[src/cbsc_pkg.sv]
// Behaviour
// cold start drives a long system-wide reset
// warm reset request resets the cpu only
// cpu phase clock is cpu clock halved
// expansion bus clock is bus state clock halved
// synchronous modes take both clocks from fast input
// asynchronous modes take bus clock from bus input
// three synchronous cpu and bus clock selections
// two asynchronous selections, expansion clock bus input halved
// software should run the cpu from fast input
// separate cpu and bus state machines
// arbitrate bus among cpu, dma and refresh
// port b: four status bits, four control bits
// latch enabled errors, raise nmi when enabled
// port b read shows which error caused nmi
// write to 070h bit 7 sets nmi mask
// coprocessor select for f8h-ffh, 070h and f0h
// coprocessor busy passes through as cpu stall
// fault while busy latches stall and interrupt
// write to f0h or f1h clears both latches
// system reset clears stall and interrupt latches
// coprocessor reset on system reset or f1h write
// default clocks: cpu fast, bus half fast
// clock source switching makes no runt pulses
package cbsc_pkg;
  localparam int CLK_PERIOD_NS = 20;
  localparam int COLD_RESET_NS = 2000;
  localparam int WARM_RESET_NS = 400;
  localparam int NP_RESET_NS = 200;
  localparam int COLD_RESET_CYC =
    (COLD_RESET_NS + CLK_PERIOD_NS - 1) / CLK_PERIOD_NS;
  localparam int WARM_RESET_CYC =
    (WARM_RESET_NS + CLK_PERIOD_NS - 1) / CLK_PERIOD_NS;
  localparam int NP_RESET_CYC =
    (NP_RESET_NS + CLK_PERIOD_NS - 1) / CLK_PERIOD_NS;
  localparam int RST_CNT_W = 8;

  localparam logic [7:0] PORTB_ADDR = 8'h61;
  localparam logic [7:0] NMI_MASK_ADDR = 8'h70;
  localparam logic [7:0] NP_CLEAR_ADDR = 8'hf0;
  localparam logic [7:0] NP_RESET_ADDR = 8'hf1;
  localparam logic [7:0] NP_REG_BASE = 8'hf8;
  localparam logic [7:0] NP_REG_MASK = 8'hf8;
  localparam logic [7:0] CLK_CFG_ADDR = 8'h0c;
  localparam logic [7:0] STATUS_ADDR = 8'h0d;

  localparam int PB_PARITY_FLAG = 7;
  localparam int PB_CHANNEL_FLAG = 6;
  localparam int PB_TIMER2_OUT = 5;
  localparam int PB_REFRESH = 4;
  localparam int PB_CHANNEL_EN = 3;
  localparam int PB_PARITY_EN = 2;
  localparam int PB_SPEAKER = 1;
  localparam int PB_TIMER2_GATE = 0;
  localparam logic [3:0] PB_CTRL_RESET = 4'h0;
  localparam int NMI_MASK_BIT = 7;

  localparam int ST_NMI_EN = 0;
  localparam int ST_STALL_LATCH = 1;
  localparam int ST_NP_INT = 2;
  localparam int ST_MODE_ACTIVE = 3;

  typedef enum logic [2:0] {
    CBSC_SYNC_FULL = 3'b000,
    CBSC_SYNC_NORMAL = 3'b001,
    CBSC_SYNC_HALF = 3'b010,
    CBSC_ASYNC_FAST = 3'b011,
    CBSC_ASYNC_BUS = 3'b100
  } cbsc_mode_t;

  typedef enum logic [1:0] {
    CBSC_SRC_FAST = 2'b00,
    CBSC_SRC_HALF = 2'b01,
    CBSC_SRC_BUS = 2'b10
  } cbsc_src_t;

  typedef enum logic [1:0] {
    CBSC_OWN_IDLE = 2'b00,
    CBSC_OWN_CPU = 2'b01,
    CBSC_OWN_DMA = 2'b10,
    CBSC_OWN_REFRESH = 2'b11
  } cbsc_own_t;

  typedef enum logic [1:0] {
    CBSC_BUS_IDLE = 2'b00,
    CBSC_BUS_ADDR = 2'b01,
    CBSC_BUS_CMD = 2'b10,
    CBSC_BUS_END = 2'b11
  } cbsc_bus_t;

  typedef enum logic {
    CBSC_PH_ONE = 1'b0,
    CBSC_PH_TWO = 1'b1
  } cbsc_phase_t;
endpackage

[src/cbsc_top.sv]
// The implementer's own choices: the strobed register port and the register addresses.
`timescale 1ns/1ps
module cbsc_top #(
  parameter int COLD_CYC = cbsc_pkg::COLD_RESET_CYC,
  parameter int WARM_CYC = cbsc_pkg::WARM_RESET_CYC,
  parameter int NP_CYC = cbsc_pkg::NP_RESET_CYC
) (
  input wire logic sys_clk,
  input wire logic srst,
  input wire logic [7:0] io_addr,
  input wire logic [7:0] io_wdata,
  input wire logic io_wr,
  input wire logic io_rd,
  output logic [7:0] io_rdata,
  input wire logic warm_reset_req,
  output logic system_reset,
  output logic cpu_reset,
  input wire logic fast_clock_input,
  input wire logic bus_clock_input,
  output logic cpu_clock,
  output logic cpu_phase_clock,
  output logic bus_state_clock,
  output logic expansion_bus_clock,
  input wire logic cpu_bus_req,
  input wire logic dma_req,
  input wire logic refresh_req,
  output logic cpu_grant,
  output logic dma_grant,
  output logic refresh_grant,
  input wire logic bus_cycle_req,
  output logic bus_cycle_done,
  input wire logic io_check_source,
  input wire logic parity_check_source,
  input wire logic timer2_output,
  input wire logic refresh_toggle,
  output logic timer2_gate,
  output logic speaker_data,
  output logic nmi,
  output logic coprocessor_select,
  input wire logic coprocessor_active_in,
  input wire logic coprocessor_fault_in,
  output logic cpu_stall_out,
  output logic coprocessor_interrupt,
  output logic coprocessor_reset
);
  function automatic cbsc_pkg::cbsc_src_t cpu_src(
    input cbsc_pkg::cbsc_mode_t m
  );
    unique case (m)
      cbsc_pkg::CBSC_SYNC_HALF: cpu_src = cbsc_pkg::CBSC_SRC_HALF;
      cbsc_pkg::CBSC_ASYNC_BUS: cpu_src = cbsc_pkg::CBSC_SRC_BUS;
      default: cpu_src = cbsc_pkg::CBSC_SRC_FAST;
    endcase
  endfunction

  function automatic cbsc_pkg::cbsc_src_t bus_src(
    input cbsc_pkg::cbsc_mode_t m
  );
    unique case (m)
      cbsc_pkg::CBSC_SYNC_FULL: bus_src = cbsc_pkg::CBSC_SRC_FAST;
      cbsc_pkg::CBSC_ASYNC_FAST,
      cbsc_pkg::CBSC_ASYNC_BUS: bus_src = cbsc_pkg::CBSC_SRC_BUS;
      default: bus_src = cbsc_pkg::CBSC_SRC_HALF;
    endcase
  endfunction

  function automatic logic pick(
    input cbsc_pkg::cbsc_src_t s,
    input logic f,
    input logic h,
    input logic b
  );
    unique case (s)
      cbsc_pkg::CBSC_SRC_HALF: pick = h;
      cbsc_pkg::CBSC_SRC_BUS: pick = b;
      default: pick = f;
    endcase
  endfunction

  function automatic logic legal_mode(input logic [2:0] v);
    legal_mode = (v <= 3'(cbsc_pkg::CBSC_ASYNC_BUS));
  endfunction

  // ---------------- register port decode
  wire wr_portb = io_wr && (io_addr == cbsc_pkg::PORTB_ADDR);
  wire wr_nmi = io_wr && (io_addr == cbsc_pkg::NMI_MASK_ADDR);
  wire wr_np_clr = io_wr && (io_addr == cbsc_pkg::NP_CLEAR_ADDR);
  wire wr_np_rst = io_wr && (io_addr == cbsc_pkg::NP_RESET_ADDR);
  wire wr_clk = io_wr && (io_addr == cbsc_pkg::CLK_CFG_ADDR);
  wire np_reg_hit =
    (io_addr & cbsc_pkg::NP_REG_MASK) == cbsc_pkg::NP_REG_BASE;

  // select follows the address combinationally while a strobe is up
  assign coprocessor_select = (io_wr || io_rd) &&
    (np_reg_hit || io_addr == cbsc_pkg::NMI_MASK_ADDR ||
     io_addr == cbsc_pkg::NP_CLEAR_ADDR);

  // ---------------- resets
  logic [cbsc_pkg::RST_CNT_W-1:0] cold_cnt;
  logic [cbsc_pkg::RST_CNT_W-1:0] warm_cnt;
  logic [cbsc_pkg::RST_CNT_W-1:0] np_cnt;
  logic sys_rst_q;
  wire [cbsc_pkg::RST_CNT_W-1:0] cold_load = cbsc_pkg::RST_CNT_W'(COLD_CYC);
  wire [cbsc_pkg::RST_CNT_W-1:0] warm_load = cbsc_pkg::RST_CNT_W'(WARM_CYC);
  wire [cbsc_pkg::RST_CNT_W-1:0] np_load = cbsc_pkg::RST_CNT_W'(NP_CYC);
  wire cold_busy = (cold_cnt != '0);

  always_ff @(posedge sys_clk) begin
    if (srst) begin
      cold_cnt <= cold_load;
      sys_rst_q <= 1'b1;
    end else begin
      sys_rst_q <= cold_busy;
      if (cold_busy) begin
        cold_cnt <= cold_cnt - 1'b1;
      end
    end
  end

  // warm reset touches only the cpu counter
  always_ff @(posedge sys_clk) begin
    if (srst) begin
      warm_cnt <= '0;
    end else if (warm_reset_req) begin
      warm_cnt <= warm_load;
    end else if (warm_cnt != '0) begin
      warm_cnt <= warm_cnt - 1'b1;
    end
  end

  always_ff @(posedge sys_clk) begin
    if (srst) begin
      np_cnt <= '0;
    end else if (wr_np_rst) begin
      np_cnt <= np_load;
    end else if (np_cnt != '0) begin
      np_cnt <= np_cnt - 1'b1;
    end
  end

  assign system_reset = sys_rst_q;
  assign cpu_reset = sys_rst_q || (warm_cnt != '0);
  assign coprocessor_reset = sys_rst_q || (np_cnt != '0);

  // ---------------- clock generation
  // sources are sampled, so generated clocks are at most sys_clk/2
  logic fast_q;
  logic bus_q;
  logic fast_half;
  cbsc_pkg::cbsc_mode_t mode_req;
  cbsc_pkg::cbsc_mode_t mode_act;
  wire fast_rise = fast_clock_input && !fast_q;
  wire cpu_next_lvl = pick(cpu_src(mode_act), fast_q, fast_half, bus_q);
  wire bus_next_lvl = pick(bus_src(mode_act), fast_q, fast_half, bus_q);
  // switch only while every source and the cpu and bus state clocks are low: no runts
  wire quiet = !fast_q && !fast_half && !bus_q &&
    !cpu_clock && !bus_state_clock;

  always_ff @(posedge sys_clk) begin
    if (srst) begin
      fast_q <= 1'b0;
      bus_q <= 1'b0;
      fast_half <= 1'b0;
    end else begin
      fast_q <= fast_clock_input;
      bus_q <= bus_clock_input;
      if (fast_rise) begin
        fast_half <= !fast_half;
      end
    end
  end

  always_ff @(posedge sys_clk) begin
    if (srst) begin
      mode_req <= cbsc_pkg::CBSC_SYNC_NORMAL;
      mode_act <= cbsc_pkg::CBSC_SYNC_NORMAL;
    end else begin
      if (wr_clk && legal_mode(io_wdata[2:0])) begin
        mode_req <= cbsc_pkg::cbsc_mode_t'(io_wdata[2:0]);
      end
      if (quiet) begin
        mode_act <= mode_req;
      end
    end
  end

  // sync modes feed both from fast input, async take the bus state clock from bus input
  always_ff @(posedge sys_clk) begin
    if (srst) begin
      cpu_clock <= 1'b0;
      bus_state_clock <= 1'b0;
    end else begin
      cpu_clock <= cpu_next_lvl;
      bus_state_clock <= bus_next_lvl;
    end
  end

  wire cpu_rise = cpu_next_lvl && !cpu_clock;
  wire bus_rise = bus_next_lvl && !bus_state_clock;

  always_ff @(posedge sys_clk) begin
    if (srst) begin
      expansion_bus_clock <= 1'b0;
    end else if (bus_rise) begin
      expansion_bus_clock <= !expansion_bus_clock;
    end
  end

  // ---------------- cpu state machine, runs off cpu clock edges
  cbsc_pkg::cbsc_phase_t cpu_state;
  always_ff @(posedge sys_clk) begin
    if (srst || cpu_reset) begin
      cpu_state <= cbsc_pkg::CBSC_PH_ONE;
    end else if (cpu_rise) begin
      unique case (cpu_state)
        cbsc_pkg::CBSC_PH_ONE: cpu_state <= cbsc_pkg::CBSC_PH_TWO;
        cbsc_pkg::CBSC_PH_TWO: cpu_state <= cbsc_pkg::CBSC_PH_ONE;
      endcase
    end
  end
  assign cpu_phase_clock = (cpu_state == cbsc_pkg::CBSC_PH_TWO);

  // ---------------- bus state machine, runs off bus state clock edges
  cbsc_pkg::cbsc_bus_t bus_state;
  always_ff @(posedge sys_clk) begin
    if (srst) begin
      bus_state <= cbsc_pkg::CBSC_BUS_IDLE;
    end else if (bus_rise) begin
      unique case (bus_state)
        cbsc_pkg::CBSC_BUS_IDLE: begin
          if (bus_cycle_req && cpu_grant) begin
            bus_state <= cbsc_pkg::CBSC_BUS_ADDR;
          end
        end
        cbsc_pkg::CBSC_BUS_ADDR: bus_state <= cbsc_pkg::CBSC_BUS_CMD;
        cbsc_pkg::CBSC_BUS_CMD: bus_state <= cbsc_pkg::CBSC_BUS_END;
        cbsc_pkg::CBSC_BUS_END: bus_state <= cbsc_pkg::CBSC_BUS_IDLE;
      endcase
    end
  end
  assign bus_cycle_done = bus_rise &&
    (bus_state == cbsc_pkg::CBSC_BUS_END);

  // ---------------- bus ownership
  // refresh first: a missed refresh corrupts memory, a late dma does not
  cbsc_pkg::cbsc_own_t owner;
  cbsc_pkg::cbsc_own_t next_owner;
  wire owner_req = (owner == cbsc_pkg::CBSC_OWN_CPU && cpu_bus_req) ||
    (owner == cbsc_pkg::CBSC_OWN_DMA && dma_req) ||
    (owner == cbsc_pkg::CBSC_OWN_REFRESH && refresh_req);
  wire bus_cycle_open = (bus_state != cbsc_pkg::CBSC_BUS_IDLE);

  always_comb begin
    next_owner = owner;
    if (!owner_req && !bus_cycle_open) begin
      if (refresh_req) begin
        next_owner = cbsc_pkg::CBSC_OWN_REFRESH;
      end else if (dma_req) begin
        next_owner = cbsc_pkg::CBSC_OWN_DMA;
      end else if (cpu_bus_req) begin
        next_owner = cbsc_pkg::CBSC_OWN_CPU;
      end else begin
        next_owner = cbsc_pkg::CBSC_OWN_IDLE;
      end
    end
  end

  always_ff @(posedge sys_clk) begin
    if (srst) begin
      owner <= cbsc_pkg::CBSC_OWN_IDLE;
    end else begin
      owner <= next_owner;
    end
  end
  assign cpu_grant = (owner == cbsc_pkg::CBSC_OWN_CPU);
  assign dma_grant = (owner == cbsc_pkg::CBSC_OWN_DMA);
  assign refresh_grant = (owner == cbsc_pkg::CBSC_OWN_REFRESH);

  // ---------------- port b and nmi
  logic [3:0] pb_ctrl;
  logic parity_flag;
  logic channel_flag;
  logic nmi_enable;
  wire chan_en = pb_ctrl[cbsc_pkg::PB_CHANNEL_EN];
  wire par_en = pb_ctrl[cbsc_pkg::PB_PARITY_EN];
  wire next_chan_en = wr_portb ? io_wdata[cbsc_pkg::PB_CHANNEL_EN] : chan_en;
  wire next_par_en = wr_portb ? io_wdata[cbsc_pkg::PB_PARITY_EN] : par_en;

  always_ff @(posedge sys_clk) begin
    if (srst) begin
      pb_ctrl <= cbsc_pkg::PB_CTRL_RESET;
      nmi_enable <= 1'b0;
    end else begin
      if (wr_portb) begin
        pb_ctrl <= io_wdata[3:0];
      end
      if (wr_nmi) begin
        nmi_enable <= !io_wdata[cbsc_pkg::NMI_MASK_BIT];
      end
    end
  end

  // dropping an enable clears its flag; a new error in that cycle wins
  always_ff @(posedge sys_clk) begin
    if (srst) begin
      parity_flag <= 1'b0;
      channel_flag <= 1'b0;
    end else begin
      parity_flag <= (parity_check_source && par_en) ||
        (parity_flag && next_par_en);
      channel_flag <= (io_check_source && chan_en) ||
        (channel_flag && next_chan_en);
    end
  end
  assign nmi = nmi_enable && (parity_flag || channel_flag);
  assign speaker_data = pb_ctrl[cbsc_pkg::PB_SPEAKER];
  assign timer2_gate = pb_ctrl[cbsc_pkg::PB_TIMER2_GATE];

  // ---------------- coprocessor busy and fault
  logic stall_latch;
  wire np_clear = wr_np_clr || wr_np_rst;
  wire fault_set = coprocessor_active_in && coprocessor_fault_in;

  always_ff @(posedge sys_clk) begin
    if (srst || sys_rst_q) begin
      stall_latch <= 1'b0;
    end else if (fault_set) begin
      stall_latch <= 1'b1;
    end else if (np_clear) begin
      stall_latch <= 1'b0;
    end
  end
  assign cpu_stall_out = coprocessor_active_in || stall_latch;
  assign coprocessor_interrupt = stall_latch;

  // ---------------- read data, one cycle after the strobe
  logic [7:0] portb_view;
  logic [7:0] status_view;
  logic [7:0] next_rdata;

  // field positions live in the package so the map stays in one place
  always_comb begin
    portb_view = {4'h0, pb_ctrl};
    portb_view[cbsc_pkg::PB_PARITY_FLAG] = parity_flag;
    portb_view[cbsc_pkg::PB_CHANNEL_FLAG] = channel_flag;
    portb_view[cbsc_pkg::PB_TIMER2_OUT] = timer2_output;
    portb_view[cbsc_pkg::PB_REFRESH] = refresh_toggle;
    status_view = 8'h00;
    status_view[cbsc_pkg::ST_NMI_EN] = nmi_enable;
    status_view[cbsc_pkg::ST_STALL_LATCH] = stall_latch;
    status_view[cbsc_pkg::ST_NP_INT] = stall_latch;
    status_view[cbsc_pkg::ST_MODE_ACTIVE] = (mode_act == mode_req);
  end

  always_comb begin
    next_rdata = 8'h00;
    if (io_rd) begin
      unique case (io_addr)
        cbsc_pkg::PORTB_ADDR: next_rdata = portb_view;
        cbsc_pkg::CLK_CFG_ADDR: next_rdata = {5'h00, mode_req};
        cbsc_pkg::STATUS_ADDR: next_rdata = status_view;
        default: next_rdata = 8'h00;
      endcase
    end
  end

  always_ff @(posedge sys_clk) begin
    if (srst) begin
      io_rdata <= 8'h00;
    end else begin
      io_rdata <= next_rdata;
    end
  end
endmodule

[config.mk]
export PLATFORM = sky130hd
export DESIGN_NAME = cbsc_top
export DESIGN_NICKNAME = d
export VERILOG_FILES = /design/src/cbsc_pkg.sv /design/src/cbsc_top.sv
export SDC_FILE = /design/constraint.sdc
export NUM_CORES = 1
export LEC_CHECK = 0
export BUFFER_PORTS_ARGS = -buffer_cell sky130_fd_sc_hd__buf_4
export CORE_ASPECT_RATIO = 0.5
export CORE_MARGIN = 5
export CORE_UTILIZATION = 54
export DETAILED_ROUTE_END_ITERATION = 10
export GPL_TIMING_DRIVEN = 0
export HOLD_SLACK_MARGIN = 0.03
export PLACE_DENSITY = 0.79
export SYNTH_ARGS = -nofsm -noshare
export SYNTH_HDL_FRONTEND = slang
export SYNTH_SLANG_ARGS = --single-unit
export TNS_END_PERCENT = 10
[constraint.sdc]
create_clock -name sys_clk -period 3.03 [get_ports sys_clk]
set_clock_uncertainty 0.1 [all_clocks]
set_input_delay 0.7575 -clock sys_clk [delete_from_list [all_inputs] [get_ports sys_clk]]
set_output_delay 0.7575 -clock sys_clk [all_outputs]
set_load 0.01 [all_outputs]
==> out/results.txt <==
Final Hold Vio Count - 0
Cell variety after synth - 53
Async SR Flop Fraction - 0
Crit path arrival time - 2.12 ns
share of layout cells above drive strength 1 - 0.235
Clk pin slew, worst setup/hold paths - 0.06 ns
placed cell count - 438
initial antenna violation count - 0
Rel. slew slack - 0.581
router iterations before antenna repair - 4
PD cells - 644 nW/um2
Peak Freq - 0.336 GHz
RePlAce Congestion - 0.932
Slew Viols, Final - 0
Synth Flop Type - dfxtp_1
CP most frequent cell - or3b_4
maximum fanout along the worst path - 3
Setup Viol. Count Final - 0
crit path from - np_cnt[1]
largest net degree at the start of global routing - 11
post-layout minimum cycle time - 2.97 ns
Crit Path Category - flop to output pin
Hold Path Stages - 2
HPWL Detailed - 4810 um
diodes inserted - 0
GR Util All Layers - 0.200
sequential share of the synthesized area - 0.417
Sw Share - 0.283
PortBufs - 52
fraction of the mapped netlist area in simple logic gates - 0.281
Final period util - 0.982
Mapped Cells - 316
Slowest cell on crit path - or3b_4
Syn Nets - 356
WL/cell - 14.2 um
Max Buffers Root-to-Sink - 2
DIE AREA - 6790 um2
vias in the first global route - 2393
Pwr Total - 2.27 mW
Worst R2R Start - np_cnt[1]
synth-to-layout area growth - 26.6%
grt ovf - 0
Finished Cell Area - 3530 um2
EDFF count, synth - 0
initial DRC count - 142
Via density - 5.58
antenna viol nets, final - 0
Post-Layout Cell Count - 458
fill count - 377
internal power - 1.63 mW
Reg2Reg Depth - 7
Crit path max-delay family - simple AND/OR/NAND/NOR gates
P_sw - 0.641 mW
CTS Sinks - 58
xor-xnor portion of the synthesized cell area - 0.0628
r2r setup slk - 1.04 ns
sequential fraction of design power - 0.406
Worst Tran Pin Value - 0.628 ns
syn avg cell area - 8.82 um2
via count - 2557
CTS Root Buffer Type - clkbuf_8
Mapped Area - 2790 um2
Hold Buf Count CTS - 0
crit-path cells - inv_2 -> ha_2 -> or3b_4 -> or3b_4 -> or2_2 -> buf_4
fin nets - 423
Post-Synth Adder-Cell Area - 0.0314
Yosys Warn Count - 0
complex-gate fraction of the synthesized area - 0.138
CP Capture Type - output pin
Die H - 60.8 um
startpoint type of the worst setup path - flop
dpl ws - 0.116 ns
core footprint - 4950 um2
Worst Hold Launch - bus_state[1]
Die Width - 112 um
Top-Level Pins - 58
largest family of logic cells by synthesized area - simple AND/OR/NAND/NOR gates
routed wire length - 6510 um
Hold Crit Class - flop to flop
initial core utilization - 0.563
buffers and inverters on the worst path - 2
status - completed
clock share of power - 0.346
worst r2r dst - np_cnt[1]
drt drc - 0
CTS tree - yes
CP required - 2.17 ns
Lkg Pwr - 1.39 nW
TritonCTS Buffers - 9
first-pass GRT wire length - 10700 um
htree depth - 3
mux share of post-synthesis cell area - 0.0368
post-placement cell area - 3270 um2
worst setup margin - 0.0554 ns
Worst path max stage delay - 0.41 ns
post-synthesis sequential element count - 58
worst vdd ir - 466 uV
WHS Endpoint - bus_state[1]
combinational share of power - 0.248
row count - 18
clk_lat worst skew - 0.34 ns
max-cap violations - 0
kinds of logic (layout without fill, tap and decap cells):
logic type / Yosys count / after routing
xor gates and xnor gates: 20 / 20
and+or+nand+nor: 139 / 139
DFF: 58 / 58
AOI/OAI and AO/OA: 57 / 57
adders and majority gates: 7 / 7
buffers and inverters: 25 / 97
muxes: 10 / 10
metal layers:
metal | share of wire | vias to the layer above | global-route usage
met2 | 0.48 | 50 | 0.363
met3 | 0.046 | 5 | 0.0637
met5 | 0 | - | 0
met4 | 0.0064 | 0 | 0.0711
li1 | - | 1265 | -
met1 | 0.47 | 1237 | 0.230
synthesized netlist by cell type (3+ instances only):
library cell	count	area, um2
a211oi_1	6	45.0
a21o_1	3	22.5
a21oi_1	11	55.1
a22oi_1	4	30.0
a31oi_1	6	37.5
and2_1	6	37.5
clkbuf_1	10	37.5
dfxtp_1	58	1160
ha_1	7	87.6
inv_1	14	52.6
mux2i_1	8	80.1
nand2_1	18	67.6
nand3_1	8	40.0
nand3b_1	6	45.0
nand4_1	4	25.0
nor2_1	36	135
nor2b_1	11	68.8
nor3_1	18	90.1
nor3b_1	3	22.5
nor4_1	6	37.5
nor4b_1	3	26.3
o21a_1	3	22.5
o21ai_0	12	60.1
or2_2	4	25.0
xnor2_1	12	105
xor2_1	8	70.1
cells in the final DEF (no fill, tap or decap), types with 4 or more instances in the layout:
cell and instances:
buf_4 57, dfxtp_1 56, nor2_1 36, nor3_1 18, nand2_1 18, inv_1 13, o21ai_0 12, xnor2_1 12
nor2b_1 11, a21oi_1 11, clkbuf_1 10, clkbuf_8 10, nand3_1 8, mux2i_1 8, xor2_1 8, and2_1 6
nor4_1 6, nand3b_1 6, a31oi_1 6, a211oi_1 6, ha_1 6, or2_2 4, nand4_1 4, a22oi_1 4
repair_timing:
item | in CTS | in global routing
pin swaps | 1 | 1
buffers inserted | 2 | 3
resized for setup | 2 | 4
setup endpoints to repair | 1 | 1
power groups by stage:
stage	registers, mW	clock network [mW]	logic [mW]
CTS	0.917	0.797	0.530
floorplan	0.918	0	0.372
global route	0.934	0.833	0.629
finish	0.922	0.785	0.564
global placement	0.928	0	0.469
detailed placement	0.931	0	0.489
final cells by class:
class | count | area, um2 | area share
plain buffers | 10 | 37.5 | 0.0106
clock buffers | 11 | 141 | 0.0401
clock inverters | 5 | 77.6 | 0.0220
inverters | 14 | 52.6 | 0.0149
multi-input cells | 233 | 1540 | 0.437
flip-flops and latches | 58 | 1160 | 0.330
well taps | 70 | 87.6 | 0.0248
repair buffers | 57 | 428 | 0.121
through the flow:
| step | hold WS [ns] | util | setup TNS (ns) |
|---|---|---|---|
| after floorplan | 0.368 | - | 0 |
| after global placement | 0.380 | 0.659 | 0 |
| final | 0.408 | 0.712 | 0 |
| after detailed placement | 0.396 | 0.659 | 0 |
| after CTS | 0.408 | 0.707 | 0 |
| after global routing | 0.428 | 0.712 | -0.00279 |
flip-flops by register name, summed over array words and instances, names as in the netlist, 2 cells and up:
| signal | cells |
|---|---|
| bus_state | 2 |
| cold_cnt | 8 |
| io_rdata | 8 |
| mode_act | 3 |
| mode_req | 3 |
| np_cnt | 8 |
| owner | 2 |
| pb_ctrl | 4 |
| warm_cnt | 8 |
worst min-delay path, stage by stage, from the launching register on:
cell and delay, ns:
dfxtp_1 0.34, nand2_1 0.07, mux2i_1 0.05
worst max-delay path by stage:
stage	endpoint	slack [ns]	cells past startpoint
2_1_floorplan	coprocessor_reset	0.35	6
5_1_grt	coprocessor_reset	-0.003	6
3_3_place_gp	coprocessor_reset	0.14	7
6_report	coprocessor_reset	0.06	6
4_1_cts	coprocessor_reset	0.008	6
3_5_place_dp	coprocessor_reset	0.12	7
No activity file was read; power rests on OpenSTA's default activity.
